===== src/common/opc_pkg.sv =====
`default_nettype none
package opc_pkg;
   // ---------------------------------------------------------------
   // Clock rates and oscillator models
   // ---------------------------------------------------------------
   localparam longint PCLK_HZ = 10_000_000;
   localparam longint FRC_HZ = 7_370_000;
   localparam longint SLOW_HZ = 32_768;
   localparam int NCO_W = 24;
   localparam int TUNE_W = 6;
   // Phase steps per bus clock; slow model toggles, so twice its rate
   localparam logic [NCO_W-1:0] FRC_INC = NCO_W'((FRC_HZ << NCO_W) / PCLK_HZ);
   localparam logic [NCO_W-1:0] SLOW_INC = NCO_W'(((SLOW_HZ * 2) << NCO_W) / PCLK_HZ);
   // One tuning step, roughly 0.4 % of nominal
   localparam logic [NCO_W-1:0] TUNE_STEP = NCO_W'(FRC_INC >> 8);

   // ---------------------------------------------------------------
   // Register map (byte addresses) and reset values
   // ---------------------------------------------------------------
   localparam int ADDR_W = 12;
   localparam int REG_W = 16;
   localparam logic [ADDR_W-1:0] ADDR_DIV = 12'h000;
   localparam logic [ADDR_W-1:0] ADDR_FBD = 12'h004;
   localparam logic [ADDR_W-1:0] ADDR_TUNE = 12'h008;
   localparam logic [ADDR_W-1:0] ADDR_STAT = 12'h00c;
   localparam logic [REG_W-1:0] DIV_RST = 16'h0000;
   localparam logic [8:0] FBD_RST = 9'h01e;
   localparam logic [TUNE_W-1:0] TUNE_RST = 6'h00;

   // ---------------------------------------------------------------
   // Divider encodings
   // ---------------------------------------------------------------
   localparam logic [5:0] N1_OFS = 6'h02;
   localparam logic [9:0] M_OFS = 10'h002;
   localparam logic [1:0] POST_BY4 = 2'h1;
   localparam logic [1:0] POST_BY8 = 2'h3;
   localparam logic [3:0] N2_BY2 = 4'h2;
   localparam logic [3:0] N2_BY4 = 4'h4;
   localparam logic [3:0] N2_BY8 = 4'h8;
   localparam logic [2:0] FRC_DIV16_SEL = 3'h3;

   typedef enum logic [2:0] {
      SRC_FRC = 3'b000,
      SRC_FRC_PLL = 3'b001,
      SRC_PRI = 3'b010,
      SRC_PRI_PLL = 3'b011,
      SRC_SEC = 3'b100,
      SRC_SLOW = 3'b101,
      SRC_FRC_D16 = 3'b110,
      SRC_FRC_DN = 3'b111
   } opc_src_e;

   typedef enum logic [1:0] {
      PRI_EXT = 2'b00,
      PRI_XTAL = 2'b01,
      PRI_HS = 2'b10,
      PRI_NONE = 2'b11
   } opc_pri_e;

   typedef struct packed {
      logic [4:0] rsv_hi;
      logic [2:0] frc_post;
      logic [1:0] pll_post;
      logic rsv_mid;
      logic [4:0] pll_pre;
   } opc_div_s;

   typedef struct packed {
      logic [8:0] rsv;
      logic xtal_drive;
      logic pll_on;
      opc_pri_e pri;
      opc_src_e src;
   } opc_stat_s;

   typedef struct packed {
      logic psel;
      logic penable;
      logic pwrite;
      logic [ADDR_W-1:0] paddr;
      logic [31:0] pwdata;
   } opc_apb_req_s;

   typedef struct packed {
      logic pready;
      logic pslverr;
      logic [31:0] prdata;
   } opc_apb_rsp_s;
endpackage
`default_nettype wire


===== src/logic/opc_sync.sv =====
`timescale 1ns/100ps
`default_nettype none
module opc_sync #(
   parameter int W = 3
) (
   input wire logic clk,
   input wire logic rst_n,
   input wire logic [W-1:0] pin,
   output logic [W-1:0] rise
);
   // ---------------------------------------------------------------
   // Two-stage synchroniser per pin, edge found after stage two
   // ---------------------------------------------------------------
   genvar i;
   generate
      for (i = 0; i < W; i++) begin : g_bit
         logic meta_q;
         logic sync_q;
         logic last_q;
         // First stage feeds only the second
         always_ff @(posedge clk or negedge rst_n) begin
            if (!rst_n) begin
               meta_q <= 1'b0;
               sync_q <= 1'b0;
               last_q <= 1'b0;
            end else begin
               meta_q <= pin[i];
               sync_q <= meta_q;
               last_q <= sync_q;
            end
         end
         assign rise[i] = sync_q & ~last_q;
      end
   endgenerate
endmodule
`default_nettype wire


===== src/logic/opc_pll.sv =====
`timescale 1ns/100ps
`default_nettype none
module opc_pll (
   input wire logic clk,
   input wire logic rst_n,
   input wire logic enable,
   input wire logic src_tick,
   input wire logic [4:0] pre_sel,
   input wire logic [8:0] fb_sel,
   input wire logic [1:0] post_sel,
   output logic out_tick
);
   logic [5:0] n1;
   logic [9:0] m;
   logic [3:0] n2;
   logic [5:0] pre_cnt_q;
   logic vco_tick;
   logic [15:0] acc_q;

   // ---------------------------------------------------------------
   // Factor decode: prescale and feedback carry an offset of two
   // ---------------------------------------------------------------
   assign n1 = pre_sel + opc_pkg::N1_OFS;
   assign m = fb_sel + opc_pkg::M_OFS;
   // Reserved post code 2 is taken as divide by four
   always_comb begin
      case (post_sel)
         opc_pkg::POST_BY8: n2 = opc_pkg::N2_BY8;
         opc_pkg::POST_BY4, 2'h2: n2 = opc_pkg::N2_BY4;
         default: n2 = opc_pkg::N2_BY2;
      endcase
   end

   // Prescaler: one VCO input tick per n1 source ticks
   assign vco_tick = src_tick && (pre_cnt_q == n1 - 6'h01);
   always_ff @(posedge clk or negedge rst_n) begin
      if (!rst_n) begin
         pre_cnt_q <= 6'h00;
      end else if (!enable) begin
         pre_cnt_q <= 6'h00;
      end else if (src_tick) begin
         pre_cnt_q <= vco_tick ? 6'h00 : pre_cnt_q + 6'h01;
      end
   end

   // Rate model: credit m per VCO tick, spend n2 per output tick.
   // Output is at most one tick per bus clock; excess credit saturates.
   assign out_tick = enable && (acc_q >= 16'(n2));
   always_ff @(posedge clk or negedge rst_n) begin
      if (!rst_n) begin
         acc_q <= 16'h0000;
      end else if (!enable) begin
         acc_q <= 16'h0000;
      end else begin
         acc_q <= acc_q + ((vco_tick && !acc_q[15]) ? 16'(m) : 16'h0000)
            - (out_tick ? 16'(n2) : 16'h0000);
      end
   end

   // ---------------------------------------------------------------
   // Checks
   // ---------------------------------------------------------------
   pre_tick_a: assert property (@(posedge clk) disable iff (!rst_n)
      vco_tick |-> src_tick && pre_cnt_q == pre_sel + 6'h01)
      else $error("prescaler tick at wrong count");
   mult_credit_a: assert property (@(posedge clk) disable iff (!rst_n)
      enable && vco_tick && !out_tick && !acc_q[15] |=>
      acc_q == $past(acc_q) + 16'($past(fb_sel)) + 16'h0002)
      else $error("feedback credit not field plus two");
   post_map_a: assert property (@(posedge clk) disable iff (!rst_n)
      n2 == (post_sel == 2'h3 ? 4'h8 : post_sel == 2'h0 ? 4'h2 : 4'h4))
      else $error("postscale factor not 2, 4 or 8");
   out_spend_a: assert property (@(posedge clk) disable iff (!rst_n)
      enable && out_tick && !vco_tick |=> acc_q == $past(acc_q) - 16'($past(n2)))
      else $error("output tick did not spend postscale credit");
endmodule
`default_nettype wire


===== src/logic/opc_clock_select.sv =====
// Implementation choices: the register offsets and the APB interface to the registers.
`timescale 1ns/100ps
`default_nettype none
module opc_clock_select (
   input wire logic pclk,
   input wire logic presetn,
   input wire opc_pkg::opc_apb_req_s apb_req,
   output opc_pkg::opc_apb_rsp_s apb_rsp,
   input wire logic [2:0] reset_source_select,
   input wire logic [1:0] primary_mode_select,
   input wire logic osc_pin_in,
   input wire logic xtal_amp_in,
   input wire logic sec_osc_in,
   output logic xtal_drive_en,
   output logic instruction_clock,
   output logic peripheral_clock,
   output logic slow_internal_rc
);
   // ---------------------------------------------------------------
   // Declarations
   // ---------------------------------------------------------------
   opc_pkg::opc_div_s div_q;
   opc_pkg::opc_div_s div_act_q;
   logic [8:0] fbd_q;
   logic [8:0] fbd_act_q;
   logic [opc_pkg::TUNE_W-1:0] tune_q;
   opc_pkg::opc_src_e mode_q;
   opc_pkg::opc_pri_e pri_q;
   logic strap_done_q;
   logic [2:0] pin_rise;
   logic pri_tick;
   logic frc_tick_q;
   logic slow_tick;
   logic [opc_pkg::NCO_W-1:0] frc_acc_q;
   logic [opc_pkg::NCO_W-1:0] slow_acc_q;
   logic [opc_pkg::NCO_W-1:0] tune_ext;
   logic [opc_pkg::NCO_W-1:0] frc_inc;
   logic [opc_pkg::NCO_W:0] frc_sum;
   logic [opc_pkg::NCO_W:0] slow_sum;
   logic [2:0] frc_sel;
   logic [7:0] frc_last;
   logic [7:0] frc_cnt_q;
   logic frc_div_tick;
   logic pll_en;
   logic pll_src_tick;
   logic pll_tick;
   logic fosc_d;
   logic fosc_q;
   logic inst_q;
   logic peri_q;
   logic slow_q;
   logic xtal_q;
   logic setup;
   logic access;
   logic hit;
   logic pready_q;
   logic pslverr_q;
   logic [31:0] prdata_q;
   logic [31:0] rd_val;
   opc_pkg::opc_stat_s stat;

   // ---------------------------------------------------------------
   // Pin inputs: every oscillator pin is synchronised first
   // ---------------------------------------------------------------
   opc_sync #(
      .W(3)
   ) u_sync (
      .clk(pclk),
      .rst_n(presetn),
      .pin({sec_osc_in, xtal_amp_in, osc_pin_in}),
      .rise(pin_rise)
   );

   // ---------------------------------------------------------------
   // Configuration capture at reset release
   // ---------------------------------------------------------------
   // Erased-state defaults hold until the fields are caught once
   always_ff @(posedge pclk or negedge presetn) begin
      if (!presetn) begin
         mode_q <= opc_pkg::SRC_FRC_DN;
         pri_q <= opc_pkg::PRI_NONE;
         strap_done_q <= 1'b0;
      end else if (!strap_done_q) begin
         mode_q <= opc_pkg::opc_src_e'(reset_source_select);
         pri_q <= opc_pkg::opc_pri_e'(primary_mode_select);
         strap_done_q <= 1'b1;
      end
   end

   // Crystal driver only runs for the two crystal modes
   always_ff @(posedge pclk or negedge presetn) begin
      if (!presetn) begin
         xtal_q <= 1'b0;
      end else begin
         xtal_q <= strap_done_q && (pri_q == opc_pkg::PRI_XTAL
            || pri_q == opc_pkg::PRI_HS);
      end
   end

   // External clock and unused codes read the pin with no driver
   assign pri_tick = xtal_q ? pin_rise[1] : pin_rise[0];

   // ---------------------------------------------------------------
   // Internal RC oscillator models
   // ---------------------------------------------------------------
   // Tuning is signed; wrap-around arithmetic gives the subtraction
   assign tune_ext = {{(opc_pkg::NCO_W - opc_pkg::TUNE_W){tune_q[opc_pkg::TUNE_W-1]}}, tune_q};
   assign frc_inc = opc_pkg::FRC_INC + opc_pkg::NCO_W'(tune_ext * opc_pkg::TUNE_STEP);
   assign frc_sum = {1'b0, frc_acc_q} + {1'b0, frc_inc};
   assign slow_sum = {1'b0, slow_acc_q} + {1'b0, opc_pkg::SLOW_INC};

   // Fast RC: carry of the phase accumulator is one oscillator tick
   always_ff @(posedge pclk or negedge presetn) begin
      if (!presetn) begin
         frc_acc_q <= '0;
         frc_tick_q <= 1'b0;
      end else begin
         frc_acc_q <= frc_sum[opc_pkg::NCO_W-1:0];
         frc_tick_q <= frc_sum[opc_pkg::NCO_W];
      end
   end

   // Slow RC: free running; each carry toggles slow_internal_rc
   always_ff @(posedge pclk or negedge presetn) begin
      if (!presetn) begin
         slow_acc_q <= '0;
         slow_q <= 1'b0;
      end else begin
         slow_acc_q <= slow_sum[opc_pkg::NCO_W-1:0];
         if (slow_sum[opc_pkg::NCO_W]) begin
            slow_q <= ~slow_q;
         end
      end
   end
   assign slow_tick = slow_sum[opc_pkg::NCO_W] && !slow_q;

   // ---------------------------------------------------------------
   // Fast RC postscaler
   // ---------------------------------------------------------------
   // Divide by two to the power of field plus one
   assign frc_sel = (mode_q == opc_pkg::SRC_FRC_D16) ? opc_pkg::FRC_DIV16_SEL
      : div_act_q.frc_post;
   assign frc_last = ~(8'hff << ({1'b0, frc_sel} + 4'h1));
   assign frc_div_tick = frc_tick_q && (frc_cnt_q == frc_last);

   always_ff @(posedge pclk or negedge presetn) begin
      if (!presetn) begin
         frc_cnt_q <= 8'h00;
      end else if (frc_tick_q) begin
         frc_cnt_q <= frc_div_tick ? 8'h00 : frc_cnt_q + 8'h01;
      end
   end

   // ---------------------------------------------------------------
   // PLL path
   // ---------------------------------------------------------------
   // Secondary and slow RC sources never reach the PLL
   assign pll_en = (mode_q == opc_pkg::SRC_FRC_PLL)
      || (mode_q == opc_pkg::SRC_PRI_PLL);
   assign pll_src_tick = (mode_q == opc_pkg::SRC_PRI_PLL) ? pri_tick : frc_tick_q;

   opc_pll u_pll (
      .clk(pclk),
      .rst_n(presetn),
      .enable(pll_en),
      .src_tick(pll_src_tick),
      .pre_sel(div_act_q.pll_pre),
      .fb_sel(fbd_act_q),
      .post_sel(div_act_q.pll_post),
      .out_tick(pll_tick)
   );

   // ---------------------------------------------------------------
   // Source multiplexer
   // ---------------------------------------------------------------
   // Tick streams only, so switching never cuts a clock phase short
   always_comb begin
      case (mode_q)
         opc_pkg::SRC_FRC: fosc_d = frc_tick_q;
         opc_pkg::SRC_FRC_PLL: fosc_d = pll_tick;
         opc_pkg::SRC_PRI: fosc_d = pri_tick;
         opc_pkg::SRC_PRI_PLL: fosc_d = pll_tick;
         opc_pkg::SRC_SEC: fosc_d = pin_rise[2];
         opc_pkg::SRC_SLOW: fosc_d = slow_tick;
         opc_pkg::SRC_FRC_D16: fosc_d = frc_div_tick;
         opc_pkg::SRC_FRC_DN: fosc_d = frc_div_tick;
         default: fosc_d = frc_tick_q;
      endcase
   end

   // ---------------------------------------------------------------
   // Derived clocks
   // ---------------------------------------------------------------
   // Each oscillator tick flips both clocks: frequency is half
   always_ff @(posedge pclk or negedge presetn) begin
      if (!presetn) begin
         fosc_q <= 1'b0;
         inst_q <= 1'b0;
         peri_q <= 1'b0;
      end else begin
         fosc_q <= fosc_d;
         if (fosc_q) begin
            inst_q <= ~inst_q;
            peri_q <= ~peri_q;
         end
      end
   end

   // Active divider copies load only as the clock falls, so a write
   // mid-period cannot shorten a high or low phase
   always_ff @(posedge pclk or negedge presetn) begin
      if (!presetn) begin
         div_act_q <= opc_pkg::DIV_RST;
         fbd_act_q <= opc_pkg::FBD_RST;
      end else if (fosc_q && inst_q) begin
         div_act_q <= div_q;
         fbd_act_q <= fbd_q;
      end
   end

   // ---------------------------------------------------------------
   // APB slave: one wait-free access, errors on unmapped words
   // ---------------------------------------------------------------
   assign setup = apb_req.psel && !apb_req.penable;
   assign access = apb_req.psel && apb_req.penable && pready_q;
   assign hit = apb_req.paddr == opc_pkg::ADDR_DIV || apb_req.paddr == opc_pkg::ADDR_FBD
      || apb_req.paddr == opc_pkg::ADDR_TUNE || apb_req.paddr == opc_pkg::ADDR_STAT;

   assign stat = '{rsv: 9'h000, xtal_drive: xtal_q, pll_on: pll_en, pri: pri_q, src: mode_q};

   // Read mux; reserved bits and unmapped words read zero
   always_comb begin
      case (apb_req.paddr)
         opc_pkg::ADDR_DIV: rd_val = 32'(div_q);
         opc_pkg::ADDR_FBD: rd_val = 32'(fbd_q);
         opc_pkg::ADDR_TUNE: rd_val = 32'(tune_q);
         opc_pkg::ADDR_STAT: rd_val = 32'(stat);
         default: rd_val = 32'h0000_0000;
      endcase
   end

   // Answer registered in the setup cycle, shown for one access cycle
   always_ff @(posedge pclk or negedge presetn) begin
      if (!presetn) begin
         pready_q <= 1'b0;
         pslverr_q <= 1'b0;
         prdata_q <= 32'h0000_0000;
      end else begin
         pready_q <= setup;
         pslverr_q <= setup && !hit;
         prdata_q <= (setup && !apb_req.pwrite) ? rd_val : 32'h0000_0000;
      end
   end

   // Writes land on the completing edge only
   always_ff @(posedge pclk or negedge presetn) begin
      if (!presetn) begin
         div_q <= opc_pkg::DIV_RST;
         fbd_q <= opc_pkg::FBD_RST;
         tune_q <= opc_pkg::TUNE_RST;
      end else if (access && apb_req.pwrite) begin
         case (apb_req.paddr)
            opc_pkg::ADDR_DIV: div_q <= opc_pkg::opc_div_s'(
               apb_req.pwdata[opc_pkg::REG_W-1:0] & 16'h07df);
            opc_pkg::ADDR_FBD: fbd_q <= apb_req.pwdata[8:0];
            opc_pkg::ADDR_TUNE: tune_q <= apb_req.pwdata[opc_pkg::TUNE_W-1:0];
            default: ;
         endcase
      end
   end

   // ---------------------------------------------------------------
   // Outputs
   // ---------------------------------------------------------------
   assign apb_rsp = '{pready: pready_q, pslverr: pslverr_q, prdata: prdata_q};
   assign xtal_drive_en = xtal_q;
   assign instruction_clock = inst_q;
   assign peripheral_clock = peri_q;
   assign slow_internal_rc = slow_q;

   // ---------------------------------------------------------------
   // Checks
   // ---------------------------------------------------------------
   inst_toggle_a: assert property (@(posedge pclk) disable iff (!presetn)
      fosc_q |=> inst_q != $past(inst_q))
      else $error("instruction clock missed an oscillator tick");
   clock_pair_a: assert property (@(posedge pclk) disable iff (!presetn)
      !fosc_q |=> $stable(inst_q) && inst_q == peri_q)
      else $error("derived clocks moved without a tick");
   frc_div_a: assert property (@(posedge pclk) disable iff (!presetn)
      frc_div_tick |-> frc_tick_q && frc_cnt_q == 8'((9'h002 << frc_sel) - 9'h001))
      else $error("fast RC postscaler count wrong");
   strap_hold_a: assert property (@(posedge pclk) disable iff (!presetn)
      strap_done_q |=> $stable(mode_q) && $stable(pri_q))
      else $error("source changed after capture");
   pll_bypass_a: assert property (@(posedge pclk) disable iff (!presetn)
      mode_q == opc_pkg::SRC_SEC || mode_q == opc_pkg::SRC_SLOW |-> !pll_en && !pll_tick
      && fosc_d == (mode_q == opc_pkg::SRC_SEC ? pin_rise[2] : slow_tick))
      else $error("PLL used for a bypass source");
   ext_pin_a: assert property (@(posedge pclk) disable iff (!presetn)
      strap_done_q && pri_q == opc_pkg::PRI_EXT |=> !xtal_drive_en)
      else $error("crystal driver on in external clock mode");
   div_glitch_a: assert property (@(posedge pclk) disable iff (!presetn)
      !$stable(div_act_q) || !$stable(fbd_act_q) |-> $past(fosc_q) && $past(inst_q)
      && !inst_q)
      else $error("divider change away from clock fall");
endmodule
`default_nettype wire


===== config.mk =====
export PLATFORM = sky130hd
export DESIGN_NAME = opc_clock_select
export DESIGN_NICKNAME = d
export VERILOG_FILES = /design/src/common/opc_pkg.sv /design/src/logic/opc_sync.sv /design/src/logic/opc_pll.sv /design/src/logic/opc_clock_select.sv
export SDC_FILE = /design/constraint.sdc
export NUM_CORES = 1
export LEC_CHECK = 0
export BUFFER_PORTS_ARGS = -buffer_cell sky130_fd_sc_hd__buf_2
export CAP_MARGIN = 20
export CELL_PAD_IN_SITES_DETAIL_PLACEMENT = 1
export CELL_PAD_IN_SITES_GLOBAL_PLACEMENT = 1
export CORE_UTILIZATION = 50
export CTS_BUF_LIST = sky130_fd_sc_hd__clkbuf_8
export CTS_CLUSTER_DIAMETER = 100
export DETAILED_ROUTE_END_ITERATION = 12
export PLACE_DENSITY_LB_ADDON = 0.25
export REMOVE_ABC_BUFFERS = 1
export SYNTH_ARGS = -nofsm -noshare
export SYNTH_HDL_FRONTEND = slang
export SYNTH_SLANG_ARGS = --single-unit

===== constraint.sdc =====
create_clock -name pclk -period 21.7 [get_ports pclk]
set_clock_uncertainty 0.1 [all_clocks]
set_input_delay 3.255 -clock pclk [delete_from_list [all_inputs] [get_ports pclk]]
set_output_delay 3.255 -clock pclk [all_outputs]
set_load 0.05 [all_outputs]

[Word-level counts from Yosys, hierarchy flattened]
Cells that the tools add are included.
Cells by class
  add/sub/neg operators: 11
  $mul: 1
  magnitude comparators: 1
  eq/ne operators: 18
  shift operators: 1
  mux-type cells: 14
  bitwise gates (word level): 10
  reduce and logical (&&, ||, !) cells: 31
Operator list (count)
  $pmux W11 S4: 1
  $add A24 B17 Y25 const B: 1
  $add A24 B24 Y25: 1
  $add A24 B24 Y24 const A: 1
  $eq A12 B4 Y1 const B: 2
  $mul A24 B14 Y22 const B: 1
  $mux W6: 3
  $add A16 B16 Y16: 1
  $ge A16 B4 Y1: 1
  $mux W16: 1
  $sub A16 B16 Y16: 1
  $logic_and A1 B1 Y1: 13
  $eq A12 B3 Y1 const B: 1
  $eq A3 B3 Y1 const B: 4
  $logic_not A12 Y1: 1
  $mux W11: 1
  $add A9 B2 Y10 const B: 1
  $mux W10: 1
  $add A8 B1 Y8 const B: 1
  $eq A8 B8 Y1: 1
  $mux W8: 1
  $not A8 Y8: 1
  $pmux W4 S2: 1
  $shl A8 B4 Y8 const A: 1
  other kinds (21): 45
Word-level totals
  register bits: 156
  input port bits: 57
  output and inout port bits: 38
  logic and storage cells: 122

[Longest topological paths before layout]
Gate-level depths: netlist of the first run.
  depth after elaboration: 10
  depth in mapped cells: 30
  gate-level depth less buffers: 30

[Modules after synthesis]
From an unflattened synthesis of the first run, not the netlist that was laid out.
Unflattened totals
  cells, all modules: 1238
  area total of the unflattened synthesis: 12365.6 µm²
Modules (own cells, without submodules)
  opc_clock_select: times used 1, cells each 934, area an instance 9769.4 µm², sequential area each 3094.2 µm²
  opc_pll: times used 1, cells each 292, area an instance 2329.7 µm², sequential area each 550.5 µm²
  opc_sync: times used 1, cells each 12, area an instance 266.5 µm², sequential area each 225.2 µm²

[Worst setup path before layout of the first run]
OpenSTA, ideal clock, no wires.
  path type: reg2reg
  start: register tune_q[5] in the netlist's numbering
  end: register frc_acc_q[23] in the netlist's numbering
  library setup time: 80 ps
  arrival: 7764 ps
  required time: 21520 ps
  slack: 13756 ps
  stages on the path, launching flop included: 26
  buffers on the path: 1
  period minus slack after synthesis: 7944 ps
  cells stage by stage: dfrtp_1 -> clkbuf_1 -> inv_1 -> fa_1 -> inv_1 -> ha_1 -> fa_1 -> fa_1 -> fa_1 -> inv_1 -> fa_1 -> inv_1 -> ha_1 -> inv_1 -> and3_1 -> a2111oi_0 -> nand2_1 -> or3_1 -> a21oi_1 -> xnor2_1 -> ha_1 -> and3_1 -> o2111ai_1 -> nand2_1 -> o41ai_1 -> xnor2_1
On the way
  word-level cells in the longest chain between the ends: 3
Ends and longest elaborated chain
  from (decl): line opc_clock_select.sv:26  | logic [opc_pkg::TUNE_W-1:0] tune_q;
  from (signal assigned): line opc_clock_select.sv:260  | tune_q <= opc_pkg::TUNE_RST;
  from (signal assigned): line opc_clock_select.sv:266  | opc_pkg::ADDR_TUNE: tune_q <= apb_req.pwdata[opc_pkg::TUNE_W-1:0];
  $mul A24 B14 Y22: line opc_clock_select.sv:108  | assign frc_inc = opc_pkg::FRC_INC + opc_pkg::NCO_W'(tune_ext * opc_pkg::TUNE_STEP);
  $add A24 B24 Y24: line opc_clock_select.sv:108
  $add A24 B24 Y25: line opc_clock_select.sv:109  | assign frc_sum = {1'b0, frc_acc_q} + {1'b0, frc_inc};
  via frc_sum, one bit: line opc_clock_select.sv:38  | logic [opc_pkg::NCO_W:0] frc_sum;
  to (signal assigned): line opc_clock_select.sv:118  | frc_acc_q <= frc_sum[opc_pkg::NCO_W-1:0];
  to (decl): line opc_clock_select.sv:34  | logic [opc_pkg::NCO_W-1:0] frc_acc_q;
The timed path passes the listed nets, and every way through them passes these cells.
A chain may end at the register's enable or synchronous reset.

[Worst setup path after layout of the first run]
  start: register tune_q[3] in the netlist's numbering
  end: register frc_acc_q[23] in the netlist's numbering
Same word-level chain as after synthesis.

==> impl_metrics.csv, run 1 <==
group,metric,value,unit
outcome,status,"finished, final reports clean",
routing,first_pass_iters,4,
synth,synth.top_cell.area_share,30.0,%
timing,worstMarginPinSlew,0.995,ns
run,maxCapViolations,0,
setup_path,endpoint,"frc_acc_q[23]",
routing,vias_per_cell,5.44,
floorplanning,ios,95,
clocking,clockRootBuffer,"clkbuf_8",
setup_path,cp.depth,24,
floorplanning,die_x,155,microns
floorplanning,die_h,155,microns
routing,via_count,8456,
clocking,cts_buffers,17,
clocking,cts_tree,"built",
timing,fin_crit,7.59,ns
synth,async_reset_ff_share,100,%
clocking,path_clk_slew,0.10,ns
setup_path,slowest_delay,0.71,ns
power,switching_share,39.8,%
layout,final_area,12700,sq um
timing,maxSlewViolCount,0,
timing,worst_hold_slack,0.265,ns
power,leakagePower,6.54,nW
floorplanning,die_area,24100,sq um
setup_path,crit_family,"adder cells",
setup_path,worst_path_max_delay_cell,"dfrtp_1",
placed_design,place.gp.congestion,0.808,
grt,antenna_found_initial,1,
clocking,clockBufferDepth,2,
timing,fin_setup_tns,0,ns
synth,syn_inst,1172,
timing,finalHoldViolCount,0,
floorplanning,core,22800,sq um
setup_path,r2r-end,"frc_acc_q[23]",
grt,grt_max_degree,103,
routing,postRouteAntennaNets,0,
power,clkPwrFrac,23.0,%
setup_path,rrSetupSlack,14.11,ns
floorplanning,start_util,51.5,%
layout,drive_above_1_share,14.1,%
timing,fin_crit_sh,35.0,%
setup_path,r2r_cells,24,
clocking,clock_latency,0.48,ns
routing,remaining_drc_errors,0,
synth,synth.most_common_cell,"inv_1",
placed_design,dpl.hpwl,20400,microns
power,p_switching,0.000429,W
setup_path,crit_type,"reg2reg",
synth,synth_edf_count,0,
synth,synth.top_cells.by_area,"dfrtp_1, ha_1, fa_1",
placed_design,port-buffer-count,52,
layout,area_growth_syn_to_layout,8.24,%
placed_design,placed_cell_area,12300,sq um
clocking,cts_setup_buffers,0,
routing,wirelength,26900,microns
setup_path,start_kind,"flip-flop",
clocking,clock_sinks,154,
grt,grt_pass1_wl,45700,microns
timing,max_slew_margin,33.7,%
placed_design,place_inst,1522,
power,internal-power,0.000649,W
power,power_density,84.7,nW/um^2
power,combPwrFrac,43.5,%
clocking,cts.repair.resized,0,
synth,synth_top_area_cell,"dfrtp_1",
routing,wl_per_cell,17.3,microns
synth,synth_common_cells,"inv_1, dfrtp_1, ha_1",
setup_path,worst_ep_required_time,21.99,ns
layout,finalNonFillerCells,1555,
layout,nNetsFinal,1464,
min_path,worstHoldPathType,"reg2reg",
grt,grt_use_total,24.0,%
synth,avgSynthCellArea,10.0,sq um
setup_path,r2r_start,"tune_q[3]",
synth,synth_seq_cells,154,
power,ir_drop,44.6,uV
grt,grt_pass1_vias,9085,
synth,netlist_area,11800,sq um
routing,drtIter0Drc,306,
setup_path,worstPathArrival,7.88,ns
setup_path,path_cells,"inv_1 -> fa_1 -> inv_1 -> ha_1 -> fa_1 -> fa_1 -> fa_1 -> inv_1 -> fa_1 -> inv_1 -> ha_1 -> inv_1 -> and3_1 -> a2111oi_0 -> nand2_1 -> or3_1 -> a21oi_1 -> xnor2_1 -> ha_1 -> and3_1 -> o2111ai_1 -> nand2_1 -> o41ai_1 -> xnor2_1",
grt,gr-total-overflow,0,
synth,synth_flop_cell,"dfrtp_1",
timing,setup_viol,0,
setup_path,worst_setup_path_end_kind,"flip-flop",
timing,rsz0062_at_grt,"false",
power,p_seq_share,33.5,%
timing,max_freq,132,MHz
synth,ys_seq_area_share,32.9,%
clocking,h-tree-depth,4,
clocking,hold_buffers,0,
floorplanning,rows,55,
setup_path,crit_start,"tune_q[3]",
synth,synth.distinct_cells,77,
synth,ys_warn_count,0,
setup_path,cp_max_fo,11,
setup_path,path_buf_inv,5,
placed cells by master, fill, tap and decap left out, types with 6 or more instances in the layout:
master	n
ha_1	132
o21a_1	9
mux2_2	49
nand2_1	56
a21o_1	14
or3_1	12
fa_1	47
and3_1	13
nor2_1	57
and2_1	11
conb_1	22
nor3_1	24
nand2b_1	17
o21ai_0	30
xnor2_1	75
dfstp_2	13
a21oi_1	46
xor2_1	39
buf_2	51
nand4_1	9
nand3_1	35
a211oi_1	6
mux2i_1	7
o21bai_1	7
nor4_1	7
dfrtp_1	141
clkbuf_8	17
nor2b_1	16
inv_1	168
worst min path at each step:
stage,from,to,slack (ns),depth (start not counted)
2_1_floorplan,u_sync.g_bit[0].meta_q,u_sync.g_bit[0].sync_q,0.23,0
3_5_place_dp,u_sync.g_bit[1].meta_q,u_sync.g_bit[1].sync_q,0.24,0
5_1_grt,u_sync.g_bit[1].meta_q,u_sync.g_bit[1].sync_q,0.28,0
6_report,u_sync.g_bit[1].meta_q,u_sync.g_bit[1].sync_q,0.27,0
3_3_place_gp,u_sync.g_bit[2].meta_q,u_sync.g_bit[2].sync_q,0.24,0
4_1_cts,u_sync.g_bit[1].meta_q,u_sync.g_bit[1].sync_q,0.27,0
cell families (layout without fill, tap and decap cells):
kind of cell	Yosys count	after routing	share of synthesized area (%)
AND/OR/NAND/NOR	280	280	12.4
buffers and inverters	205	254	7.30
flip-flops	154	154	32.9
XOR/XNOR	114	114	8.49
adder cells (fa/ha/maj)	179	179	22.0
other	2	23	0.0639
AO/OA/AOI/OAI	177	177	10.5
multiplexers	61	61	6.25
power by group through the flow:
stage	logic [W]	registers [W]	clock network, W
2_1_floorplan	0.000359	0.000364	0
3_3_place_gp	0.000448	0.000365	0
3_5_place_dp	0.000467	0.000367	0
4_1_cts	0.000474	0.000362	0.000255
5_1_grt	0.000538	0.000367	0.000263
6_report	0.000469	0.000361	0.000248
area by class of cell:
type                    instances  area, sq um
diodes                          1         2.50
multi-input cells             833         7110
flip-flops and latches        154         3870
inverters                     167          627
clock inverters                15          208
repair buffers                 55          289
fillers                      2614        10100
clock buffers                  17          234
well taps                     313          392
per-stage QoR:
| stage | utilization [%] | worst slack [ns] | total power [W] |
|---|---|---|---|
| finish | 55.7 | 14.11 | 0.00108 |
| global route | 55.7 | 13.67 | 0.00117 |
| floorplan | - | 13.66 | 0.000724 |
| CTS | 55.7 | 14.10 | 0.00109 |
| global placement | 53.8 | 14.18 | 0.000813 |
| detailed placement | 53.8 | 14.13 | 0.000834 |
flip-flops by register name, indices dropped and copies added (netlist names), 9 cells and up:
register and count:
u_pll.acc_q 16, frc_acc_q 22, fbd_q 9, div_q 10
div_act_q 10, prdata_q 11, fbd_act_q 9, slow_acc_q 24
routing by layer:
metal | vias up | track usage [%] | wire length (microns)
met2 | 122 | 40.5 | 13000
li1 | 4031 | - | -
met3 | 33 | 3.15 | 1070
met4 | 0 | 6.77 | 452
met1 | 4270 | 32.3 | 12300
met5 | - | 0 | 0
Power figures use the tool's default switching activity.
==> run 2, diff against run 1 <==
==> constraint.sdc (replaced) <==
create_clock -name pclk -period 7.07 [get_ports pclk]
set_clock_uncertainty 0.1 [all_clocks]
set_input_delay 1.0605 -clock pclk [delete_from_list [all_inputs] [get_ports pclk]]
set_output_delay 1.0605 -clock pclk [all_outputs]
set_load 0.05 [all_outputs]
==> impl_metrics.csv, run 2 (synthesis results as in run 1) <==
group,metric,value,unit
outcome,status,"finished, final reports clean",
power,leakagePower,6.67,nW
layout,regMostFlops,"slow_acc_q",
timing,worstMarginPinSlew,0.934,ns
placed_design,place.gp.congestion,0.825,
timing,setup_viol,0,
grt,grt_max_degree,82,
setup_path,r2r_cells,26,
routing,wl_per_cell,17.8,microns
timing,max_freq,145,MHz
routing,drtIter0Drc,221,
layout,drive_above_1_share,19.0,%
clocking,h-tree-depth,4,
floorplanning,core,22800,sq um
routing,postRouteAntennaNets,0,
layout,top_regs,"slow_acc_q (24), frc_acc_q (22), u_pll.acc_q (16)",
layout,nNetsFinal,1494,
floorplanning,rows,55,
setup_path,worst_setup_path_end_kind,"flip-flop",
clocking,clock_sinks,154,
floorplanning,die_h,155,microns
setup_path,crit_type,"reg2reg",
timing,max_slew_margin,37.7,%
layout,num-fill-cells,2584,
run,maxCapViolations,0,
setup_path,start_kind,"flip-flop",
routing,first_pass_iters,4,
grt,antenna_found_initial,1,
timing,maxSlewViolCount,0,
setup_path,worst_path_max_delay_cell,"fa_2",
layout,finalNonFillerCells,1584,
grt,gr-total-overflow,0,
setup_path,slowest_delay,0.57,ns
placed_design,place_inst,1538,
grt,grt_pass1_wl,46100,microns
layout,layout_common_cells,"inv_1, dfrtp_1, ha_1",
floorplanning,die_x,155,microns
routing,via_count,8608,
floorplanning,start_util,51.5,%
clocking,clockBufferDepth,2,
layout,final_core_util,57.3,%
clocking,path_clk_slew,0.11,ns
setup_path,worstPathArrival,7.16,ns
layout,area_growth_syn_to_layout,11.4,%
min_path,worstHoldPathType,"reg2reg",
routing,wirelength,28200,microns
timing,fin_setup_tns,0,ns
timing,fin_crit,6.88,ns
grt,grt_pass1_vias,9091,
layout,largest_reg_flops,24,
floorplanning,ios,95,
routing,vias_per_cell,5.43,
setup_path,worst_ep_required_time,7.34,ns
layout,final_area,13100,sq um
placed_design,placed_cell_area,12400,sq um
grt,grt_use_total,24.4,%
timing,finalHoldViolCount,0,
clocking,clock_latency,0.49,ns
power,ir_drop,136,uV
min_path,hold_depth,0,
placed_design,port-buffer-count,52,
routing,remaining_drc_errors,0,
timing,fin_crit_sh,97.4,%
floorplanning,die_area,24100,sq um
setup_path,cp_max_fo,7,
timing,worst_hold_slack,0.268,ns
layout,n_antenna_cell,0,
clocking,cts_tree,"built",
layout,multiInputGateArea,7270,sq um
layout,final_common_cell,"inv_1",
placed_design,dpl.hpwl,20900,microns
layout,seq_area,3870,sq um
power,power_density,252,nW/um^2
clocking,clockRootBuffer,"clkbuf_8",
setup_path,rrSetupSlack,0.19,ns
clocking,cts_buffers,17,
-- run 2: cell types whose count changed in the layout (fill, tap and decap cells not counted), sizes merged --
| cell | change |
|---|---|
| diode | -1 |
| bufinv | -3 |
| clkinv | +5 |
| inv | -3 |
| buf | +30 |
| clkinvlp | +1 |
-- run 2: worst paths after layout --
path	start	to
min in group asynchronous	presetn	frc_acc_q[7]
hold / removal	u_sync.g_bit[2].meta_q	u_sync.g_bit[2].sync_q
setup reg to reg	tune_q[4]	frc_acc_q[23]
setup / recovery	tune_q[4]	frc_acc_q[23]
max in group asynchronous	presetn	tune_q[2]
hold reg to reg	u_sync.g_bit[2].meta_q	u_sync.g_bit[2].sync_q
-- run 2: worst max-delay path: cells and delay by family (launching register included) --
kind | cells | cell delay (ns)
compound gates | 7 | 1.50
flops | 1 | 0.46
xor+xnor | 2 | 0.30
mux | 1 | 0.23
buf+inv | 7 | 0.62
fa+ha+maj | 8 | 3.43
simple gates | 1 | 0.12
-- run 2: power breakdown --
part / internal (W) / total, W / leakage (nW) / switching, W
logic: 0.000641 / 0.00149 / 4.53 / 0.000848
registers: 0.00102 / 0.00111 / 1.94 / 0.0000956
clock network: 0.000270 / 0.000701 / 0.202 / 0.000432
total: 0.00193 / 0.00330 / 6.67 / 0.00138
-- run 2: layout make-up --
| cell class | count | area share, % |
|---|---|---|
| Inverter | 167 | 4.79 |
| Timing Repair Buffer | 85 | 4.02 |
| Multi-Input combinational cell | 833 | 55.5 |
| Clock buffer | 17 | 1.79 |
| Tap cell | 313 | 2.99 |
| Clock inverter | 15 | 1.36 |
| Sequential cell | 154 | 29.6 |
-- run 2: per-layer routing --
layer	up-vias	wire length, microns	global-route usage, %
li1	4095	-	-
met1	4339	12800	33.0
met2	141	13900	40.5
met3	33	1110	3.82
met4	0	401	6.72
met5	-	0	0
-- run 2: timing repair --
item,in CTS,in global routing
endpoints found under the setup margin,3,7
hold buffers,0,0
pin swaps,0,25
buffers inserted,0,14
resized for setup,7,33
-- run 2: per-stage QoR --
stage,setup slack (ns),power (W)
3_5_place_dp,-0.143,0.00256
2_1_floorplan,-0.967,0.00222
6_report,0.186,0.00330
3_3_place_gp,0.0190,0.00250
5_1_grt,-0.102,0.00356
4_1_cts,0.0134,0.00329
==> run 3, diff against run 2 <==
--- a/config.mk
+++ b/config.mk
@@ -5,11 +5,12 @@
 export SDC_FILE = /design/constraint.sdc
 export NUM_CORES = 1
 export LEC_CHECK = 0
+export ABC_AREA = 1
 export BUFFER_PORTS_ARGS = -buffer_cell sky130_fd_sc_hd__buf_2
 export CAP_MARGIN = 20
 export CELL_PAD_IN_SITES_DETAIL_PLACEMENT = 1
 export CELL_PAD_IN_SITES_GLOBAL_PLACEMENT = 1
-export CORE_UTILIZATION = 50
+export CORE_UTILIZATION = 47
 export CTS_BUF_LIST = sky130_fd_sc_hd__clkbuf_8
 export CTS_CLUSTER_DIAMETER = 100
 export DETAILED_ROUTE_END_ITERATION = 12
==> impl_metrics.csv, run 3 <==
group,metric,value,unit
outcome,status,"finished, final reports clean",
layout,top_regs,"slow_acc_q (24), frc_acc_q (22), u_pll.acc_q (16)",
routing,remaining_drc_errors,0,
grt,grt_pass1_wl,52700,microns
layout,layout_common_cells,"inv_1, nand2_1, dfrtp_1",
synth,netlist_area,12300,sq um
synth,synth_common_cells,"inv_1, nand2_1, dfrtp_1",
clocking,clock_sinks,154,
placed_design,place.gp.congestion,0.845,
routing,wirelength,31600,microns
clocking,clock_latency,0.47,ns
layout,drive_above_1_share,12.6,%
floorplanning,ios,95,
grt,grt_use_total,24.8,%
synth,synth.top_cells.by_area,"dfrtp_1, ha_1, inv_1",
synth,ys_seq_area_share,31.5,%
setup_path,cp_max_fo,7,
setup_path,path_buf_inv,8,
setup_path,slowest_delay,0.56,ns
setup_path,worst_path_max_delay_cell,"fa_1",
synth,async_reset_ff_share,100,%
synth,synth.top_cell.area_share,28.7,%
setup_path,r2r_cells,30,
run,maxCapViolations,0,
layout,final_common_cell,"inv_1",
power,ir_drop,212,uV
synth,synth.most_common_cell,"inv_1",
timing,fin_crit_sh,96.1,%
timing,fin_setup_tns,0,ns
power,leakagePower,7.27,nW
min_path,hold_start,"u_sync.g_bit[2].sync_q",
timing,maxSlewViolCount,0,
floorplanning,die_h,164,microns
routing,first_pass_iters,4,
clocking,clockBufferDepth,2,
routing,postRouteAntennaNets,0,
clocking,cts_tree,"built",
clocking,cts_buffers,17,
grt,grt_max_degree,94,
placed_design,port-buffer-count,52,
synth,avgSynthCellArea,8.03,sq um
timing,max_slew_margin,40.2,%
routing,via_count,10100,
setup_path,start_kind,"flip-flop",
layout,seq_area,3870,sq um
layout,final_core_util,53.3,%
timing,fin_crit,6.79,ns
layout,area_growth_syn_to_layout,10.2,%
timing,layout_setup_ws,0.277,ns
layout,regMostFlops,"slow_acc_q",
floorplanning,start_util,48.3,%
setup_path,crit_family,"adder cells",
synth,synth_seq_cells,154,
routing,drtIter0Drc,416,
routing,vias_per_cell,5.17,
power,combPwrFrac,48.5,%
setup_path,worst_ep_required_time,7.38,ns
synth,synth_flop_cell,"dfrtp_1",
timing,worstMarginPinSlew,0.897,ns
synth,synth_edf_count,0,
timing,setup_viol,0,
synth,synth.distinct_cells,52,
floorplanning,die_x,164,microns
layout,nNetsFinal,1852,
setup_path,worstPathArrival,7.10,ns
timing,worst_hold_slack,0.275,ns
min_path,hold_depth,0,
setup_path,worst_setup_path_end_kind,"flip-flop",
power,switching_share,45.1,%
floorplanning,die_area,26800,sq um
power,power_density,263,nW/um^2
power,internal-power,0.00196,W
placed_design,pre_cts_slack,0.112,ns
power,p_seq_share,31.9,%
clocking,path_clk_slew,0.11,ns
routing,wl_per_cell,16.1,microns
min_path,worstHoldPathType,"reg2reg",
placed_design,dpl.hpwl,25000,microns
layout,largest_reg_flops,24,
grt,gr-total-overflow,0,
min_path,hold_end,"u_sync.g_bit[2].last_q",
grt,antenna_found_initial,1,
clocking,h-tree-depth,4,
power,clkPwrFrac,19.6,%
grt,grt_pass1_vias,10900,
setup_path,r2r-end,"frc_acc_q[22]",
setup_path,crit_type,"reg2reg",
synth,syn_inst,1528,
power,p_switching,0.00161,W
timing,finalHoldViolCount,0,
timing,max_freq,147,MHz
floorplanning,rows,58,
synth,synth_top_area_cell,"dfrtp_1",
clocking,clockRootBuffer,"clkbuf_8",
setup_path,rrSetupSlack,0.28,ns
floorplanning,core,25400,sq um
setup_path,r2r_start,"tune_q[4]",
layout,multiInputGateArea,7250,sq um
synth,ys_warn_count,0,
layout,num-fill-cells,3146,
run 3: changes by cell type in the layout (fill, tap and decap cells not counted), sizes merged, moves of 17 or more:
| cell | change |
|---|---|
| mux2 | -42 |
| xor2 | +18 |
| nand3 | +40 |
| inv | +125 |
| a21oi | +45 |
| o21ai | +53 |
| xnor2 | -49 |
| nand2 | +230 |
| nand2b | -17 |
| nor2 | +80 |
run 3: cells by family after synthesis:
| logic type | count (synthesis) | share of synthesized area, % |
|---|---|---|
| AO/OA/AOI/OAI | 214 | 9.57 |
| XOR/XNOR | 83 | 6.14 |
| adder cells (fa/ha/maj) | 179 | 21.1 |
| buffers and inverters | 324 | 10.6 |
| flip-flops | 154 | 31.5 |
| multiplexers | 7 | 0.642 |
| other | 2 | 0.0612 |
| AND/OR/NAND/NOR | 565 | 20.3 |
run 3: worst max path at each step:
stage	startpoint	endpoint	slack [ns]	depth (start not counted)
after floorplan	tune_q[5]	frc_acc_q[23]	-0.45	28
after global placement	tune_q[4]	frc_acc_q[23]	0.29	29
after detailed placement	tune_q[4]	frc_acc_q[23]	0.11	30
after CTS	tune_q[4]	frc_acc_q[23]	0.09	30
after global routing	tune_q[4]	frc_acc_q[22]	-0.11	31
final	tune_q[4]	frc_acc_q[22]	0.28	30
run 3: cell type report:
| class | instances | share of cell area (%) |
|---|---|---|
| Antenna cell | 1 | 0.0185 |
| Clock buffer | 17 | 1.73 |
| Clock inverter | 15 | 1.16 |
| Inverter | 290 | 8.04 |
| Multi-Input combinational cell | 1070 | 53.6 |
| Sequential cell | 154 | 28.6 |
| Tap cell | 330 | 3.05 |
| Timing Repair Buffer | 83 | 3.84 |
run 3: routing by layer:
metal	up-vias	wire, microns	GRT usage [%]
met5	-	0	0
met3	42	690	3.20
met4	0	729	8.12
met1	5009	13600	30.3
li1	4981	-	-
met2	105	16500	44.9
run 3: power groups by stage:
stage          logic (W)  registers (W)  clock network (W)
2_1_floorplan    0.00124        0.00115                  0
3_3_place_gp     0.00161        0.00114                  0
3_5_place_dp     0.00168        0.00115                  0
4_1_cts          0.00171        0.00114           0.000715
5_1_grt          0.00196        0.00115           0.000747
6_report         0.00173        0.00114           0.000699
run 3: through the flow:
step                instance area [sq um]  power [W]  cells
finish                              13500    0.00357   1960
global route                        13500    0.00386   1960
CTS                                 13400    0.00356   1953
detailed placement                  13000    0.00283   1921
global placement                    13000    0.00275   1921
floorplan                           12100    0.00238   1514
run 3: what timing repair did:
item                                    4_1_cts  5_1_grt
gates resized for setup                       0       19
setup buffers                                 0        5
endpoints found under the setup margin        0        4
hold buffers                                  0        0
